[src/pkg/qdcf_pkg.sv]
// Purpose: Shared constants, types and ring arithmetic for the queue doorbell command flow.
// Assumes: Queue slots are indexed from zero and wrap after the last slot.
// Notes:   Queue 0 is the admin queue pair; queues 1 to NQ-1 are I/O queues.
`default_nettype none

package qdcf_pkg;

	localparam int unsigned NQ    = 4;
	localparam int unsigned QNW   = 2;
	localparam int unsigned IDXW  = 8;
	localparam int unsigned TAGW  = 16;
	localparam int unsigned STATW = 15;
	localparam int unsigned OPCW  = 8;

	typedef logic [IDXW-1:0] qdcf_idx_t;
	typedef logic [QNW-1:0]  qdcf_qn_t;

	localparam qdcf_qn_t  ADMIN_Q             = 2'h0;
	localparam qdcf_idx_t MAX_QUEUE_DEPTH_CAP = 8'hff;
	localparam qdcf_idx_t RST_IDX             = 8'h00;
	localparam logic      RST_PHASE           = 1'b1;

	// Paired operation marker encodings.
	localparam logic [1:0] PAIRED_OP_MARKER_NONE   = 2'h0;
	localparam logic [1:0] PAIRED_OP_MARKER_FIRST  = 2'h1;
	localparam logic [1:0] PAIRED_OP_MARKER_SECOND = 2'h2;

	// Queue priority classes, lower value wins.
	localparam logic [1:0] PRIO_URGENT = 2'h0;
	localparam logic [1:0] PRIO_HIGH   = 2'h1;
	localparam logic [1:0] PRIO_MEDIUM = 2'h2;
	localparam logic [1:0] PRIO_LOW    = 2'h3;

	// Completion entry field positions.
	localparam int unsigned DW2_HEAD_LSB  = 0;
	localparam int unsigned DW2_SOURCE_QUEUE_NUMBER_LSB  = 16;
	localparam int unsigned DW3_TAG_LSB   = 0;
	localparam int unsigned DW3_PHASE_BIT = 16;
	localparam int unsigned DW3_STAT_LSB  = 17;

	typedef enum logic [1:0]
	{
		FS_IDLE  = 2'b00,
		FS_REQ   = 2'b01,
		FS_WAIT  = 2'b11,
		FS_ISSUE = 2'b10
	} qdcf_fetch_e;

	function automatic qdcf_idx_t ring_next(input qdcf_idx_t p, input qdcf_idx_t dm1);
		ring_next = (p == dm1) ? RST_IDX : qdcf_idx_t'(p + 8'h01);
	endfunction : ring_next

	// Entries from a up to b in a ring of dm1+1 slots.
	function automatic qdcf_idx_t ring_dist(input qdcf_idx_t a, input qdcf_idx_t b,
		input qdcf_idx_t dm1);
		logic [IDXW:0] s;
		s = (b >= a) ? ({1'b0, b} - {1'b0, a}) : ({1'b0, b} + {1'b0, dm1} + 9'h001 - {1'b0, a});
		ring_dist = s[IDXW-1:0];
	endfunction : ring_dist

endpackage : qdcf_pkg

`default_nettype wire

[src/qdcf_arbiter.sv]
// Purpose: Picks the next submission queue to fetch from by class, then round robin.
// Assumes: Requests and classes come from logic on clk_sys.
// Notes:   Strict class order can starve low classes; round robin is only within a class.
`timescale 1ns/10ps
`default_nettype none

module qdcf_arbiter
	import qdcf_pkg::*;
(
	// Clock and reset.
	input  wire logic                       clk_sys,
	input  wire logic                       rst_n,
	// Requests.
	input  wire logic [qdcf_pkg::NQ-1:0]    req,
	input  wire logic [qdcf_pkg::NQ-1:0][1:0] prio,
	input  wire logic                       lock,
	input  wire qdcf_pkg::qdcf_qn_t         lock_num,
	input  wire logic                       advance,
	// Grant.
	output logic                            grant_valid,
	output qdcf_pkg::qdcf_qn_t              grant_idx
);

	qdcf_qn_t last_q;

	always_comb
	begin
		logic [2:0] best;
		logic [2:0] cls;
		qdcf_qn_t   i;
		best        = 3'h4;
		cls         = 3'h4;
		i           = ADMIN_Q;
		grant_valid = 1'b0;
		grant_idx   = ADMIN_Q;
		for (int n = 0; n < NQ; n++)
		begin
			cls = (n == 0) ? {1'b0, PRIO_URGENT} : {1'b0, prio[n]};
			if (req[n] && cls < best)
				best = cls;
		end
		if (lock)
		begin
			grant_valid = req[lock_num];
			grant_idx   = lock_num;
		end
		else
		begin
			for (int off = 1; off <= NQ; off++)
			begin
				i   = qdcf_qn_t'(last_q + off[QNW-1:0]);
				cls = (i == ADMIN_Q) ? {1'b0, PRIO_URGENT} : {1'b0, prio[i]};
				if (!grant_valid && req[i] && cls == best)
				begin
					grant_valid = 1'b1;
					grant_idx   = i;
				end
			end
		end
	end

	always_ff @(posedge clk_sys or negedge rst_n)
	begin
		if (!rst_n)
			last_q <= ADMIN_Q;
		else if (advance)
			last_q <= grant_idx;
	end

endmodule : qdcf_arbiter

`default_nettype wire

[src/qdcf_queue_flow.sv]
// Purpose: Doorbells, command fetch, issue and completion posting for paired queues.
// Assumes: Fetch, execution and posting partners share clk_sys and use valid/ready.
// Notes:   One fetch is in flight at a time; the executor may finish commands in any order.
`timescale 1ns/10ps
`default_nettype none

module qdcf_queue_flow
	import qdcf_pkg::*;
(
	// Clock and reset.
	input  wire logic                       clk_sys,
	input  wire logic                       rst_n,
	// Controller control and status.
	input  wire logic                       controller_enable_bit,
	output logic                            controller_ready_flag,
	input  wire qdcf_pkg::qdcf_idx_t        admin_sq_depth_m1,
	input  wire qdcf_pkg::qdcf_idx_t        admin_cq_depth_m1,
	input  wire logic                       multi_vector_mode,
	input  wire logic [qdcf_pkg::NQ-1:0]    cq_irq_enable,
	// Queue create and delete.
	input  wire logic                       q_cfg_wr,
	input  wire logic                       q_cfg_is_cq,
	input  wire logic                       q_cfg_live,
	input  wire qdcf_pkg::qdcf_qn_t         queue_number,
	input  wire qdcf_pkg::qdcf_idx_t        queue_depth_minus_one,
	input  wire qdcf_pkg::qdcf_qn_t         target_completion_queue,
	input  wire logic [1:0]                 queue_priority_class,
	output logic                            q_cfg_error,
	// Doorbells.
	input  wire logic                       submission_tail_doorbell,
	input  wire logic                       completion_head_doorbell,
	input  wire qdcf_pkg::qdcf_qn_t         db_queue,
	input  wire qdcf_pkg::qdcf_idx_t        db_value,
	output logic                            db_error,
	output qdcf_pkg::qdcf_idx_t             db_new_count,
	output logic                            db_new_valid,
	// Command fetch from host memory.
	output logic                            fetch_req_valid,
	input  wire logic                       fetch_req_ready,
	output qdcf_pkg::qdcf_qn_t              fetch_queue,
	output qdcf_pkg::qdcf_idx_t             fetch_slot,
	input  wire logic                       fetch_rsp_valid,
	input  wire logic [qdcf_pkg::OPCW-1:0]  operation_code,
	input  wire logic [1:0]                 paired_op_marker,
	input  wire logic [qdcf_pkg::TAGW-1:0]  command_tag,
	// Command issue to the executor.
	output logic                            cmd_valid,
	input  wire logic                       cmd_ready,
	output qdcf_pkg::qdcf_qn_t              cmd_queue,
	output logic [qdcf_pkg::OPCW-1:0]       cmd_opcode,
	output logic [1:0]                      cmd_pair,
	output logic [qdcf_pkg::TAGW-1:0]       cmd_tag,
	// Command done from the executor.
	input  wire logic                       done_valid,
	output logic                            done_ready,
	input  wire qdcf_pkg::qdcf_qn_t         done_queue,
	input  wire logic [qdcf_pkg::TAGW-1:0]  done_tag,
	input  wire logic [qdcf_pkg::STATW-1:0] completion_status_field,
	// Completion entry write to host memory.
	output logic                            post_valid,
	input  wire logic                       post_ready,
	output qdcf_pkg::qdcf_qn_t              post_cq,
	output qdcf_pkg::qdcf_idx_t             post_slot,
	output logic [31:0]                     post_dw2,
	output logic [31:0]                     post_dw3,
	// Interrupt message.
	output logic                            irq_msg_valid,
	output qdcf_pkg::qdcf_qn_t              irq_vector,
	output logic [qdcf_pkg::NQ-1:0]         irq_pending
);

	logic [NQ-1:0]           sq_live_q;
	logic [NQ-1:0]           cq_live_q;
	logic [NQ-1:0][IDXW-1:0] sq_dm1_q;
	logic [NQ-1:0][IDXW-1:0] cq_dm1_q;
	logic [NQ-1:0][QNW-1:0]  sq_cq_q;
	logic [NQ-1:0][1:0]      sq_prio_q;
	logic [NQ-1:0][IDXW-1:0] sq_tail_q;
	logic [NQ-1:0][IDXW-1:0] sq_head_q;
	logic [NQ-1:0][IDXW-1:0] cq_tail_q;
	logic [NQ-1:0][IDXW-1:0] cq_head_q;
	logic [NQ-1:0]           cq_phase_q;
	logic [NQ-1:0]           sq_req;
	qdcf_fetch_e             fs_q;
	logic                    lock_q;
	qdcf_qn_t                lock_num_q;
	logic                    grant_valid;
	qdcf_qn_t                grant_idx;
	logic                    fetch_go;
	logic                    fetch_take;
	logic                    done_take;
	logic                    post_take;
	logic                    sq_db_ok;
	logic                    cq_db_ok;
	logic                    cfg_ok;
	qdcf_qn_t                done_cq;
	logic                    en;

	assign en         = controller_enable_bit;
	assign fetch_go   = en && fs_q == FS_IDLE && grant_valid;
	assign fetch_take = fs_q == FS_REQ && fetch_req_ready;
	assign post_take  = post_valid && post_ready;
	assign done_cq    = sq_cq_q[done_queue];
	assign sq_db_ok   = sq_live_q[db_queue] && db_value <= sq_dm1_q[db_queue];
	assign cq_db_ok   = cq_live_q[db_queue] && db_value <= cq_dm1_q[db_queue];
	assign cfg_ok     = queue_number != ADMIN_Q && queue_depth_minus_one <= MAX_QUEUE_DEPTH_CAP
		&& (q_cfg_is_cq || !q_cfg_live || cq_live_q[target_completion_queue]);
	assign fetch_req_valid = fs_q == FS_REQ;
	assign cmd_valid       = fs_q == FS_ISSUE;

	// A completion is taken only when its queue has a free slot and the output stage is empty.
	assign done_ready = en && !post_valid && cq_live_q[done_cq]
		&& ring_next(cq_tail_q[done_cq], cq_dm1_q[done_cq]) != cq_head_q[done_cq];
	assign done_take  = done_valid && done_ready;

	always_comb
	begin
		for (int n = 0; n < NQ; n++)
			sq_req[n] = sq_live_q[n] && sq_head_q[n] != sq_tail_q[n];
	end

	qdcf_arbiter u_arb
	(
		.clk_sys     (clk_sys),
		.rst_n       (rst_n),
		.req         (sq_req),
		.prio        (sq_prio_q),
		.lock        (lock_q),
		.lock_num    (lock_num_q),
		.advance     (fetch_go),
		.grant_valid (grant_valid),
		.grant_idx   (grant_idx)
	);

	////////////////////////////////////////////////////////////////////////////////
	// Queue configuration.

	always_ff @(posedge clk_sys or negedge rst_n)
	begin
		if (!rst_n)
		begin
			sq_live_q <= '0;
			cq_live_q <= '0;
			sq_dm1_q  <= '0;
			cq_dm1_q  <= '0;
			sq_cq_q   <= '0;
			sq_prio_q <= '0;
		end
		else if (!en)
		begin
			sq_live_q <= '0;
			cq_live_q <= '0;
		end
		else
		begin
			sq_live_q[ADMIN_Q] <= 1'b1;
			cq_live_q[ADMIN_Q] <= 1'b1;
			sq_dm1_q[ADMIN_Q]  <= admin_sq_depth_m1;
			cq_dm1_q[ADMIN_Q]  <= admin_cq_depth_m1;
			sq_cq_q[ADMIN_Q]   <= ADMIN_Q;
			sq_prio_q[ADMIN_Q] <= PRIO_URGENT;
			if (q_cfg_wr && cfg_ok && q_cfg_is_cq)
			begin
				cq_live_q[queue_number] <= q_cfg_live;
				cq_dm1_q[queue_number]  <= queue_depth_minus_one;
			end
			else if (q_cfg_wr && cfg_ok)
			begin
				sq_live_q[queue_number] <= q_cfg_live;
				sq_dm1_q[queue_number]  <= queue_depth_minus_one;
				sq_cq_q[queue_number]   <= target_completion_queue;
				sq_prio_q[queue_number] <= queue_priority_class;
			end
		end
	end

	always_ff @(posedge clk_sys or negedge rst_n)
	begin
		if (!rst_n)
			q_cfg_error <= 1'b0;
		else
			q_cfg_error <= q_cfg_wr && !cfg_ok;
	end

	////////////////////////////////////////////////////////////////////////////////
	// Submission side: tail doorbell and fetch pointer.

	always_ff @(posedge clk_sys or negedge rst_n)
	begin
		if (!rst_n)
		begin
			sq_tail_q    <= '0;
			db_new_valid <= 1'b0;
			db_new_count <= RST_IDX;
			db_error     <= 1'b0;
		end
		else
		begin
			db_new_valid <= 1'b0;
			db_error     <= (submission_tail_doorbell && !sq_db_ok)
				|| (completion_head_doorbell && !cq_db_ok);
			for (int n = 0; n < NQ; n++)
				if (!en || (q_cfg_wr && cfg_ok && !q_cfg_is_cq && queue_number == n))
					sq_tail_q[n] <= RST_IDX;
			if (en && submission_tail_doorbell && sq_db_ok)
			begin
				sq_tail_q[db_queue] <= db_value;
				db_new_valid        <= 1'b1;
				db_new_count        <= ring_dist(sq_tail_q[db_queue], db_value,
					sq_dm1_q[db_queue]);
			end
		end
	end

	always_ff @(posedge clk_sys or negedge rst_n)
	begin
		if (!rst_n)
			sq_head_q <= '0;
		else
		begin
			for (int n = 0; n < NQ; n++)
				if (!en || (q_cfg_wr && cfg_ok && !q_cfg_is_cq && queue_number == n))
					sq_head_q[n] <= RST_IDX;
				else if (fetch_take && fetch_queue == n)
					sq_head_q[n] <= ring_next(sq_head_q[n], sq_dm1_q[n]);
		end
	end

	////////////////////////////////////////////////////////////////////////////////
	// Fetch and issue sequence.

	always_ff @(posedge clk_sys or negedge rst_n)
	begin
		if (!rst_n)
		begin
			fs_q        <= FS_IDLE;
			fetch_queue <= ADMIN_Q;
			fetch_slot  <= RST_IDX;
		end
		else if (!en)
			fs_q <= FS_IDLE;
		else
		begin
			unique case (fs_q)
				FS_IDLE:
					if (fetch_go)
					begin
						fetch_queue <= grant_idx;
						fetch_slot  <= sq_head_q[grant_idx];
						fs_q        <= FS_REQ;
					end
				FS_REQ:
					if (fetch_req_ready)
						fs_q <= FS_WAIT;
				FS_WAIT:
					if (fetch_rsp_valid)
						fs_q <= FS_ISSUE;
				FS_ISSUE:
					if (cmd_ready)
						fs_q <= FS_IDLE;
			endcase
		end
	end

	always_ff @(posedge clk_sys or negedge rst_n)
	begin
		if (!rst_n)
		begin
			cmd_queue  <= ADMIN_Q;
			cmd_opcode <= '0;
			cmd_pair   <= PAIRED_OP_MARKER_NONE;
			cmd_tag    <= '0;
		end
		else if (fs_q == FS_WAIT && fetch_rsp_valid)
		begin
			cmd_queue  <= fetch_queue;
			cmd_opcode <= operation_code;
			cmd_pair   <= paired_op_marker;
			cmd_tag    <= command_tag;
		end
	end

	// The arbiter is held on a queue after a first-of-pair so the second follows it directly.
	always_ff @(posedge clk_sys or negedge rst_n)
	begin
		if (!rst_n)
		begin
			lock_q     <= 1'b0;
			lock_num_q <= ADMIN_Q;
		end
		else if (!en)
			lock_q <= 1'b0;
		else if (fs_q == FS_ISSUE && cmd_ready)
		begin
			lock_q     <= cmd_pair == PAIRED_OP_MARKER_FIRST;
			lock_num_q <= cmd_queue;
		end
	end

	////////////////////////////////////////////////////////////////////////////////
	// Completion side.

	always_ff @(posedge clk_sys or negedge rst_n)
	begin
		if (!rst_n)
		begin
			cq_tail_q  <= '0;
			cq_phase_q <= {NQ{RST_PHASE}};
		end
		else
		begin
			for (int n = 0; n < NQ; n++)
				if (!en || (q_cfg_wr && cfg_ok && q_cfg_is_cq && queue_number == n))
				begin
					cq_tail_q[n]  <= RST_IDX;
					cq_phase_q[n] <= RST_PHASE;
				end
				else if (done_take && done_cq == n)
				begin
					cq_tail_q[n] <= ring_next(cq_tail_q[n], cq_dm1_q[n]);
					if (cq_tail_q[n] == cq_dm1_q[n])
						cq_phase_q[n] <= !cq_phase_q[n];
				end
		end
	end

	always_ff @(posedge clk_sys or negedge rst_n)
	begin
		if (!rst_n)
			cq_head_q <= '0;
		else
		begin
			for (int n = 0; n < NQ; n++)
				if (!en || (q_cfg_wr && cfg_ok && q_cfg_is_cq && queue_number == n))
					cq_head_q[n] <= RST_IDX;
				else if (completion_head_doorbell && cq_db_ok && db_queue == n)
					cq_head_q[n] <= db_value;
		end
	end

	always_ff @(posedge clk_sys or negedge rst_n)
	begin
		if (!rst_n)
		begin
			post_valid <= 1'b0;
			post_cq    <= ADMIN_Q;
			post_slot  <= RST_IDX;
			post_dw2   <= 32'h0000_0000;
			post_dw3   <= 32'h0000_0000;
		end
		else if (!en)
			post_valid <= 1'b0;
		else if (done_take)
		begin
			post_valid <= 1'b1;
			post_cq    <= done_cq;
			post_slot  <= cq_tail_q[done_cq];
			post_dw2   <= 32'h0000_0000;
			post_dw2[DW2_SOURCE_QUEUE_NUMBER_LSB +: QNW]  <= done_queue;
			post_dw2[DW2_HEAD_LSB +: IDXW] <= sq_head_q[done_queue];
			post_dw3[DW3_TAG_LSB +: TAGW]   <= done_tag;
			post_dw3[DW3_PHASE_BIT]         <= cq_phase_q[done_cq];
			post_dw3[DW3_STAT_LSB +: STATW] <= completion_status_field;
		end
		else if (post_take)
			post_valid <= 1'b0;
	end

	////////////////////////////////////////////////////////////////////////////////
	// Interrupt signalling and ready flag.

	always_ff @(posedge clk_sys or negedge rst_n)
	begin
		if (!rst_n)
		begin
			irq_pending   <= '0;
			irq_msg_valid <= 1'b0;
			irq_vector    <= ADMIN_Q;
		end
		else
		begin
			irq_msg_valid <= 1'b0;
			for (int n = 0; n < NQ; n++)
				if (!en)
					irq_pending[n] <= 1'b0;
				else if (post_take && post_cq == n && cq_irq_enable[n])
					irq_pending[n] <= 1'b1;
				else if (completion_head_doorbell && cq_db_ok && db_queue == n)
					irq_pending[n] <= 1'b0;
			if (en && post_take && cq_irq_enable[post_cq])
			begin
				irq_msg_valid <= 1'b1;
				irq_vector    <= multi_vector_mode ? post_cq : ADMIN_Q;
			end
		end
	end

	always_ff @(posedge clk_sys or negedge rst_n)
	begin
		if (!rst_n)
			controller_ready_flag <= 1'b0;
		else if (en)
			controller_ready_flag <= 1'b1;
		else if (fs_q == FS_IDLE && !post_valid)
			controller_ready_flag <= 1'b0;
	end

endmodule : qdcf_queue_flow

`default_nettype wire

[config.mk]
export PLATFORM = sky130hd
export DESIGN_NAME = qdcf_queue_flow
export DESIGN_NICKNAME = d
export VERILOG_FILES = /design/src/pkg/qdcf_pkg.sv /design/src/qdcf_arbiter.sv /design/src/qdcf_queue_flow.sv
export SDC_FILE = /design/constraint.sdc
export NUM_CORES = 1
export LEC_CHECK = 0
export ABC_AREA = 1
export ABC_CLOCK_PERIOD_IN_PS = 10600
export BUFFER_PORTS_ARGS = -buffer_cell sky130_fd_sc_hd__buf_2
export CAP_MARGIN = 0
export CELL_PAD_IN_SITES_DETAIL_PLACEMENT = 1
export CELL_PAD_IN_SITES_GLOBAL_PLACEMENT = 1
export CORE_MARGIN = 4
export CORE_UTILIZATION = 40
export DETAILED_ROUTE_END_ITERATION = 10
export PLACE_DENSITY = 0.75
export REMOVE_ABC_BUFFERS = 1
export SETUP_SLACK_MARGIN = 0.1
export SLEW_MARGIN = 30
export SYNTH_ARGS = -nofsm -noshare
export SYNTH_HDL_FRONTEND = slang
export SYNTH_SLANG_ARGS = --single-unit
[constraint.sdc]
create_clock -name clk_sys -period 10.6 [get_ports clk_sys]
set_input_delay 2.65 -clock clk_sys [delete_from_list [all_inputs] [get_ports clk_sys]]
set_output_delay 2.65 -clock clk_sys [all_outputs]
set_load 0.1 [all_outputs]
==> run_results.csv, run 1 <==
group,metric,value,unit
detailed_routing,vias,18802,
sta,fin_ws,1.56,ns
synth,yosysWarnings,0,
global_routing,antenna_found_initial,4,
placement,place_area,21100,µm²
detailed_routing,dr.first_iter.drc_count,1507,
sta,hold_violations,0,
worst_setup_path,crit_top_cell,"nand2_1",
worst_setup_path,critPathRequiredTime,7.95,ns
detailed_routing,drc,0,
finish,antenna_cells,0,
placement,finalWeightedCongestion,0.967,
floorplan,io_pins,252,
global_routing,grt_pass1_wl,116,mm
sta,rsz0062_at_grt,"no",
global_routing,grt_usage,27.7,%
pwr,intPower,3.02,mW
worst_setup_path,regToRegEndpoint,"fetch_slot[4]$_DFFE_PN0P_",
pwr,clkPwrFrac,25.8,%
detailed_routing,firstDrtPassIters,5,
finish,synthToLayoutAreaGrowth,15.8,%
pwr,total_leakage_power,11.1,nW
clock_network,post_cts_buffers,0,
placement,place_ws,1.56,ns
worst_setup_path,worstPathCellList,"buf_2 > inv_1 > nand2_1 > nand3_2 > nand2_4 > inv_4 > nor2_8 > inv_2 > o22ai_1 > a21oi_1 > o21ai_1 > ha_1 > nand2_1 > nor3_1 > xnor2_1 > inv_1 > nand2_1 > nand2_1 > nand4_1 > nor2_1 > a21boi_2 > buf_2",
sta,slew_violations,0,
detailed_routing,vias_per_cell,5.61,
clock_network,h-tree-depth,2,
pwr,cellPowerDensity,266,nW/µm²
worst_setup_path,worst-r2r-setup-slack,5.45,ns
worst_setup_path,startpoint,"done_queue[0]",
worst_setup_path,cpPeakStageDelay,0.51,ns
worst_setup_path,critPathCaptureType,"output port",
pwr,swShare,49.9,%
synth,synth_seq_area_share,43.1,%
sta,setup_viol,0,
global_routing,grt_pass1_vias,19723,
floorplan,start_util,40.7,%
synth,ys_seq_elements,337,
clock_network,clkSlewWorstSetupHoldPaths,0.06,ns
clock_network,clockRootBuffer,"clkbuf_16",
sta,finalCritPeriodShare,85.3,%
finish,fin_util,47.2,%
pwr,p_seq_share,29.9,%
floorplan,core,48000,µm²
detailed_routing,ant_nets,0,
clock_network,cts_sinks,337,
flow_run,drv_cap,0,
clock_network,hold_buffers,0,
pwr,switchingPower,3.01,mW
worst_setup_path,cp_max_fo,39,
placement,io_buffers,229,
finish,design_area,22700,µm²
detailed_routing,routed_wl,73.7,mm
finish,drive_above_1_share,15.4,%
hold_path,hold_path.class,"flip-flop to flip-flop",
synth,netlist_area,19600,µm²
worst_setup_path,arrival,6.39,ns
synth,avgSynthCellArea,7.86,µm²
hold_path,hold_depth,2,
sta,fmax,111,MHz
sta,skew,0.0227,ns
sta,fin_tns_setup,0,ns
floorplan,die_h,229,µm
sta,tightest_slew,0.986,ns
synth,synth_cells,2490,
worst_setup_path,cp-endpoint,"done_ready",
floorplan,design.die.area,52500,µm²
worst_setup_path,reg2reg_depth,35,
pwr,power_frac_comb,44.3,%
detailed_routing,wl_per_cell,22.0,µm
pwr,ir_drop,188,µV
synth,synth.distinct_cells,68,
finish,nNetsFinal,2873,
worst_setup_path,crit_type,"input port to output port",
clock_network,cts_tree,"built",
global_routing,grt_max_degree,106,
floorplan,rows,80,
worst_setup_path,crit_path_start_kind,"input port",
sta,slew-limit-headroom,34.2,%
global_routing,gr-total-overflow,0,
clock_network,clk_latency,0.59,ns
worst_setup_path,r2r_start,"sq_head_q[4]$_DFFE_PN0P_",
outcome,status,"finished, final reports clean",
pwr,p_total,6.04,mW
sta,min_period,9.04,ns
placement,detailed_place_hpwl,55.8,mm
clock_network,ctsResizeCount,0,
floorplan,die_x,229,µm
worst_setup_path,crit_slowest_cell,"buf_2",
clock_network,clock_path_buffers,3,
clock_network,cts-buffers-inserted,42,
[area by class of cell]
| cell class | count | area (µm²) |
|---|---|---|
| fillers | 5939 | 25400 |
| multi-input cells | 1736 | 9380 |
| flip-flops and latches | 337 | 8440 |
| repair buffers | 247 | 1320 |
| inverters | 338 | 1270 |
| clock buffers | 58 | 1210 |
| well taps | 615 | 769 |
| clock inverters | 18 | 278 |
[power groups by stage]
stage / Sequential (mW) / Combinational, mW / Clock, mW
after global routing: 1.84 / 2.84 / 1.64
after global placement: 1.81 / 2.61 / 0
final: 1.81 / 2.67 / 1.56
after CTS: 1.80 / 2.67 / 1.58
after floorplan: 3.00 / 0.845 / 0
after detailed placement: 1.82 / 2.66 / 0
[per-stage QoR]
| step | hold slack (ns) | instances |
|---|---|---|
| after floorplan | 0.449 | 2411 |
| after global placement | 0.454 | 3272 |
| after detailed placement | 0.462 | 3272 |
| after CTS | 0.478 | 3348 |
| after global routing | 0.500 | 3349 |
| final | 0.476 | 3349 |
[worst max-delay path: cells and delay by family]
kind	cells	cell delay [ns]
adder cells (fa/ha/maj)	1	0.26
XOR/XNOR	1	0.15
AO/OA/AOI/OAI	4	0.66
AND/OR/NAND/NOR	10	1.18
buffers and inverters	6	1.46
[sequential cells by signal, indices dropped and copies added, names as in the netlist, 4 cells and up]
name,cells
cq_live_q,4
cq_tail_q,32
fetch_slot,8
post_dw3,32
sq_tail_q,32
sq_prio_q,8
sq_cq_q,8
sq_head_q,32
sq_live_q,4
cq_head_q,32
cq_dm1_q,32
cmd_opcode,8
sq_dm1_q,32
post_dw2,10
db_new_count,8
post_slot,8
cq_phase_q,4
cmd_tag,16
irq_pending,4
[layer usage]
metal / vias to the layer above / wire [µm] / track usage (%)
li1: 8630 / - / -
met1: 9410 / 33100 / 38.8
met2: 612 / 33700 / 44.3
met3: 142 / 4920 / 5.16
met4: 8 / 1970 / 7.46
met5: - / 41 / 0
[worst min path at each step]
stage | start | endpoint | slack, ns
3_3_place_gp | controller_ready_flag$_DFFE_PN0P_ | controller_ready_flag$_DFFE_PN0P_ | 0.45
5_1_grt | post_dw3[21]$_DFFE_PN0P_ | post_dw3[21]$_DFFE_PN0P_ | 0.50
6_report | post_dw3[21]$_DFFE_PN0P_ | post_dw3[21]$_DFFE_PN0P_ | 0.48
4_1_cts | post_dw3[21]$_DFFE_PN0P_ | post_dw3[21]$_DFFE_PN0P_ | 0.48
2_1_floorplan | cq_phase_q[0]$_DFFE_PN1P_ | cq_phase_q[0]$_DFFE_PN1P_ | 0.45
3_5_place_dp | post_dw3[21]$_DFFE_PN0P_ | post_dw3[21]$_DFFE_PN0P_ | 0.46
[cells by family (layout without fill, tap and decap cells)]
family / count (synthesis) / count (layout) / share of synthesized area (%)
DFF: 337 / 337 / 43.1
AOI/OAI and AO/OA: 493 / 493 / 15.2
muxes: 35 / 35 / 1.98
xor gates and xnor gates: 83 / 83 / 3.71
other: 1 / 22 / 0.0192
and+or+nand+nor: 1049 / 1049 / 22.7
buffers and inverters: 438 / 661 / 9.45
adders and majority gates: 54 / 54 / 3.76
[cell usage in the layout (no fill, tap or decap), types with 11 or more instances in the layout]
| cell | count |
|---|---|
| buf_2 | 228 |
| nand2_2 | 13 |
| clkinv_1 | 11 |
| buf_4 | 16 |
| o21ai_1 | 43 |
| nand4_1 | 29 |
| o22ai_1 | 102 |
| xor2_1 | 50 |
| ha_1 | 46 |
| inv_1 | 314 |
| o31ai_1 | 13 |
| clkbuf_16 | 43 |
| o21ai_0 | 135 |
| a221oi_1 | 21 |
| nor3_1 | 48 |
| nand2_1 | 648 |
| nor4_1 | 22 |
| a22oi_1 | 15 |
| nor2_1 | 144 |
| a21oi_1 | 106 |
| xnor2_1 | 33 |
| dfrtp_1 | 333 |
| nand3_1 | 115 |
| o21a_1 | 12 |
| inv_2 | 12 |
| mux2_2 | 30 |
| conb_1 | 22 |
[cells in the mapped netlist, drive strengths merged]
library cell | n | area (µm²)
nor4 | 23 | 144
nand3 | 118 | 606
a211oi | 3 | 22.5
nand3b | 3 | 22.5
dfstp | 4 | 105
a21o | 1 | 7.51
dfrtp | 333 | 8330
nor3 | 48 | 240
conb | 1 | 3.75
a31oi | 1 | 6.26
nand2 | 666 | 2570
o21bai | 2 | 18.8
a32oi | 1 | 8.76
fa | 8 | 160
a22o | 2 | 17.5
o31ai | 13 | 97.6
o21a | 12 | 90.1
nand4 | 31 | 206
a2111oi | 3 | 27.5
a2bb2oi | 1 | 8.76
inv | 327 | 1230
nor3b | 1 | 7.51
xnor2 | 33 | 289
and3 | 1 | 6.26
clkbuf | 42 | 158
a21oi | 111 | 574
buf | 58 | 420
o22ai | 103 | 651
a22oi | 16 | 125
clkinv | 11 | 41.3
a21boi | 3 | 26.3
o21ai | 186 | 968
mux2i | 5 | 50.1
nor2 | 152 | 612
o41ai | 1 | 8.76
xor2 | 50 | 438
ha | 46 | 576
o211a | 1 | 10.0
and2 | 1 | 6.26
a221oi | 22 | 199
mux2 | 30 | 338
a41oi | 2 | 17.5
or2 | 5 | 31.3
o221ai | 8 | 82.6
o211ai | 1 | 7.51
Note: power is estimated with default switching activity, not from simulation.
==> inputs of run 2 (changes only) <==
--- a/config.mk
+++ b/config.mk
@@ -15,4 +15,5 @@
 export CORE_UTILIZATION = 40
 export DETAILED_ROUTE_END_ITERATION = 10
+export GPL_ROUTABILITY_DRIVEN = 0
 export PLACE_DENSITY = 0.75
 export REMOVE_ABC_BUFFERS = 1
==> constraint.sdc (replaced) <==
create_clock -name clk_sys -period 10.6 [get_ports clk_sys]
set_input_delay 1.06 -clock clk_sys [delete_from_list [all_inputs] [get_ports clk_sys]]
set_output_delay 1.06 -clock clk_sys [all_outputs]
set_load 0.1 [all_outputs]
==> run_results.csv, run 2 (synthesis results as in run 1) <==
group,metric,value,unit
outcome,status,"finished, final reports clean",
global_routing,gr-total-overflow,0,
worst_setup_path,cp-endpoint,"done_ready",
global_routing,antenna_found_initial,2,
sta,rsz0062_at_grt,"no",
floorplan,io_pins,252,
sta,hold_violations,0,
clock_network,hold_buffers,0,
sta,setup_viol,0,
sta,min_period,6.26,ns
worst_setup_path,critPathRequiredTime,9.54,ns
clock_network,cts_tree,"built",
worst_setup_path,critPathCaptureType,"output port",
pwr,switchingPower,3.00,mW
finish,mostFrequentLayoutCell,"nand2_1",
floorplan,rows,80,
pwr,cellPowerDensity,263,nW/µm²
floorplan,die_h,229,µm
clock_network,clockRootBuffer,"clkbuf_16",
floorplan,die_x,229,µm
placement,detailed_place_hpwl,56.2,mm
flow_run,drv_cap,0,
floorplan,core,48000,µm²
pwr,swShare,50.5,%
sta,slew_violations,0,
worst_setup_path,regToRegEndpoint,"fetch_slot[7]$_DFFE_PN0P_",
finish,final_cell_mix,"nand2_1, dfrtp_1, inv_1",
hold_path,hold_path.class,"flip-flop to flip-flop",
global_routing,grt_pass1_wl,116,mm
global_routing,grt_usage,27.7,%
sta,finalCritPeriodShare,59.0,%
clock_network,cts_sinks,337,
sta,skew,0.0204,ns
pwr,p_seq_share,30.3,%
detailed_routing,vias,18870,
worst_setup_path,startpoint,"done_queue[0]",
worst_setup_path,worst-r2r-setup-slack,5.35,ns
sta,tightest_slew,0.962,ns
finish,drive_above_1_share,15.3,%
worst_setup_path,reg2reg_depth,35,
sta,fin_tns_setup,0,ns
global_routing,grt_max_degree,85,
clock_network,clock_path_buffers,3,
clock_network,h-tree-depth,2,
finish,synthToLayoutAreaGrowth,15.1,%
pwr,total_leakage_power,11.1,nW
placement,io_buffers,229,
clock_network,post_cts_buffers,0,
worst_setup_path,cp_max_fo,39,
pwr,ir_drop,171,µV
detailed_routing,vias_per_cell,5.63,
detailed_routing,routed_wl,73.9,mm
worst_setup_path,r2r_start,"sq_head_q[1]$_DFFE_PN0P_",
floorplan,start_util,40.7,%
detailed_routing,wl_per_cell,22.1,µm
finish,nNetsFinal,2873,
sta,hold_slack,0.473,ns
detailed_routing,drc,0,
pwr,power_frac_comb,45.1,%
global_routing,grt_pass1_vias,19812,
clock_network,ctsResizeCount,0,
detailed_routing,ant_nets,0,
worst_setup_path,crit_path_start_kind,"input port",
sta,fmax,160,MHz
clock_network,clk_latency,0.58,ns
clock_network,clkSlewWorstSetupHoldPaths,0.05,ns
detailed_routing,firstDrtPassIters,7,
worst_setup_path,crit_type,"input port to output port",
finish,antenna_cells,0,
clock_network,cts-buffers-inserted,41,
floorplan,design.die.area,52500,µm²
worst_setup_path,arrival,5.20,ns
pwr,clkPwrFrac,24.5,%
detailed_routing,dr.first_iter.drc_count,1485,
pwr,intPower,2.93,mW
sta,slew-limit-headroom,35.6,%
## run 2: cell type report
cell class                 count  area, µm²
fill                        5951      25500
multi-input combinational   1736       9370
sequential                   337       8440
timing repair buffer         248       1310
inverter                     338       1270
clock buffer                  59       1180
tap                          615        769
clock inverter                17        189
## run 2: worst max-delay path, stage by stage
cell and delay, ns:
buf_2 0.55, inv_1 0.17, nand2_1 0.14, nand3_2 0.10, nand2_4 0.14, inv_4 0.07, nor2_8 0.28, inv_2 0.20
o22ai_1 0.26, a21oi_1 0.07, o21ai_1 0.28, xnor2_1 0.17, nand2_1 0.07, nor3_1 0.17, nand2_1 0.31, nand2_1 0.21
xnor2_1 0.10, nand2_1 0.11, nor2_2 0.05, a21boi_2 0.18, buf_2 0.46
## run 2: worst min-delay path by stage
stage / to / slack [ns] / from / depth (start not counted)
floorplan: cq_phase_q[0]$_DFFE_PN1P_ / 0.45 / cq_phase_q[0]$_DFFE_PN1P_ / 2
global placement: post_dw3[15]$_DFFE_PN0P_ / 0.46 / post_dw3[15]$_DFFE_PN0P_ / 2
detailed placement: controller_ready_flag$_DFFE_PN0P_ / 0.46 / controller_ready_flag$_DFFE_PN0P_ / 2
CTS: controller_ready_flag$_DFFE_PN0P_ / 0.47 / controller_ready_flag$_DFFE_PN0P_ / 2
global route: post_dw3[14]$_DFFE_PN0P_ / 0.49 / post_dw3[14]$_DFFE_PN0P_ / 2
finish: post_dw3[22]$_DFFE_PN0P_ / 0.47 / post_dw3[22]$_DFFE_PN0P_ / 2
## run 2: per-layer routing
metal | up-vias | track usage [%] | share of wire (%)
met5 | - | 0 | 0.037
met4 | 4 | 8.52 | 2.9
met3 | 145 | 4.36 | 6.3
met2 | 681 | 45.4 | 47
met1 | 9431 | 37.9 | 44
li1 | 8609 | - | -
## run 2: power by group through the flow
stage	clock, mW	sequential (mW)	combinational, mW
3_5_place_dp	0	1.81	2.67
3_3_place_gp	0	1.80	2.61
2_1_floorplan	0	3.00	0.845
5_1_grt	1.54	1.83	2.83
4_1_cts	1.48	1.79	2.68
6_report	1.46	1.80	2.68
## run 2: stage by stage
stage | instance area, µm² | utilization (%) | worst slack, ns | power (mW) | std cells
CTS | 22500 | 46.9 | 4.43 | 5.95 | 3350
finish | 22500 | 46.9 | 4.34 | 5.93 | 3350
detailed placement | 21100 | 44.0 | 4.32 | 4.48 | 3274
global route | 22500 | 46.9 | 4.05 | 6.20 | 3350
global placement | 21100 | 44.0 | 4.59 | 4.41 | 3274
floorplan | 19100 | - | 4.80 | 3.84 | 2411
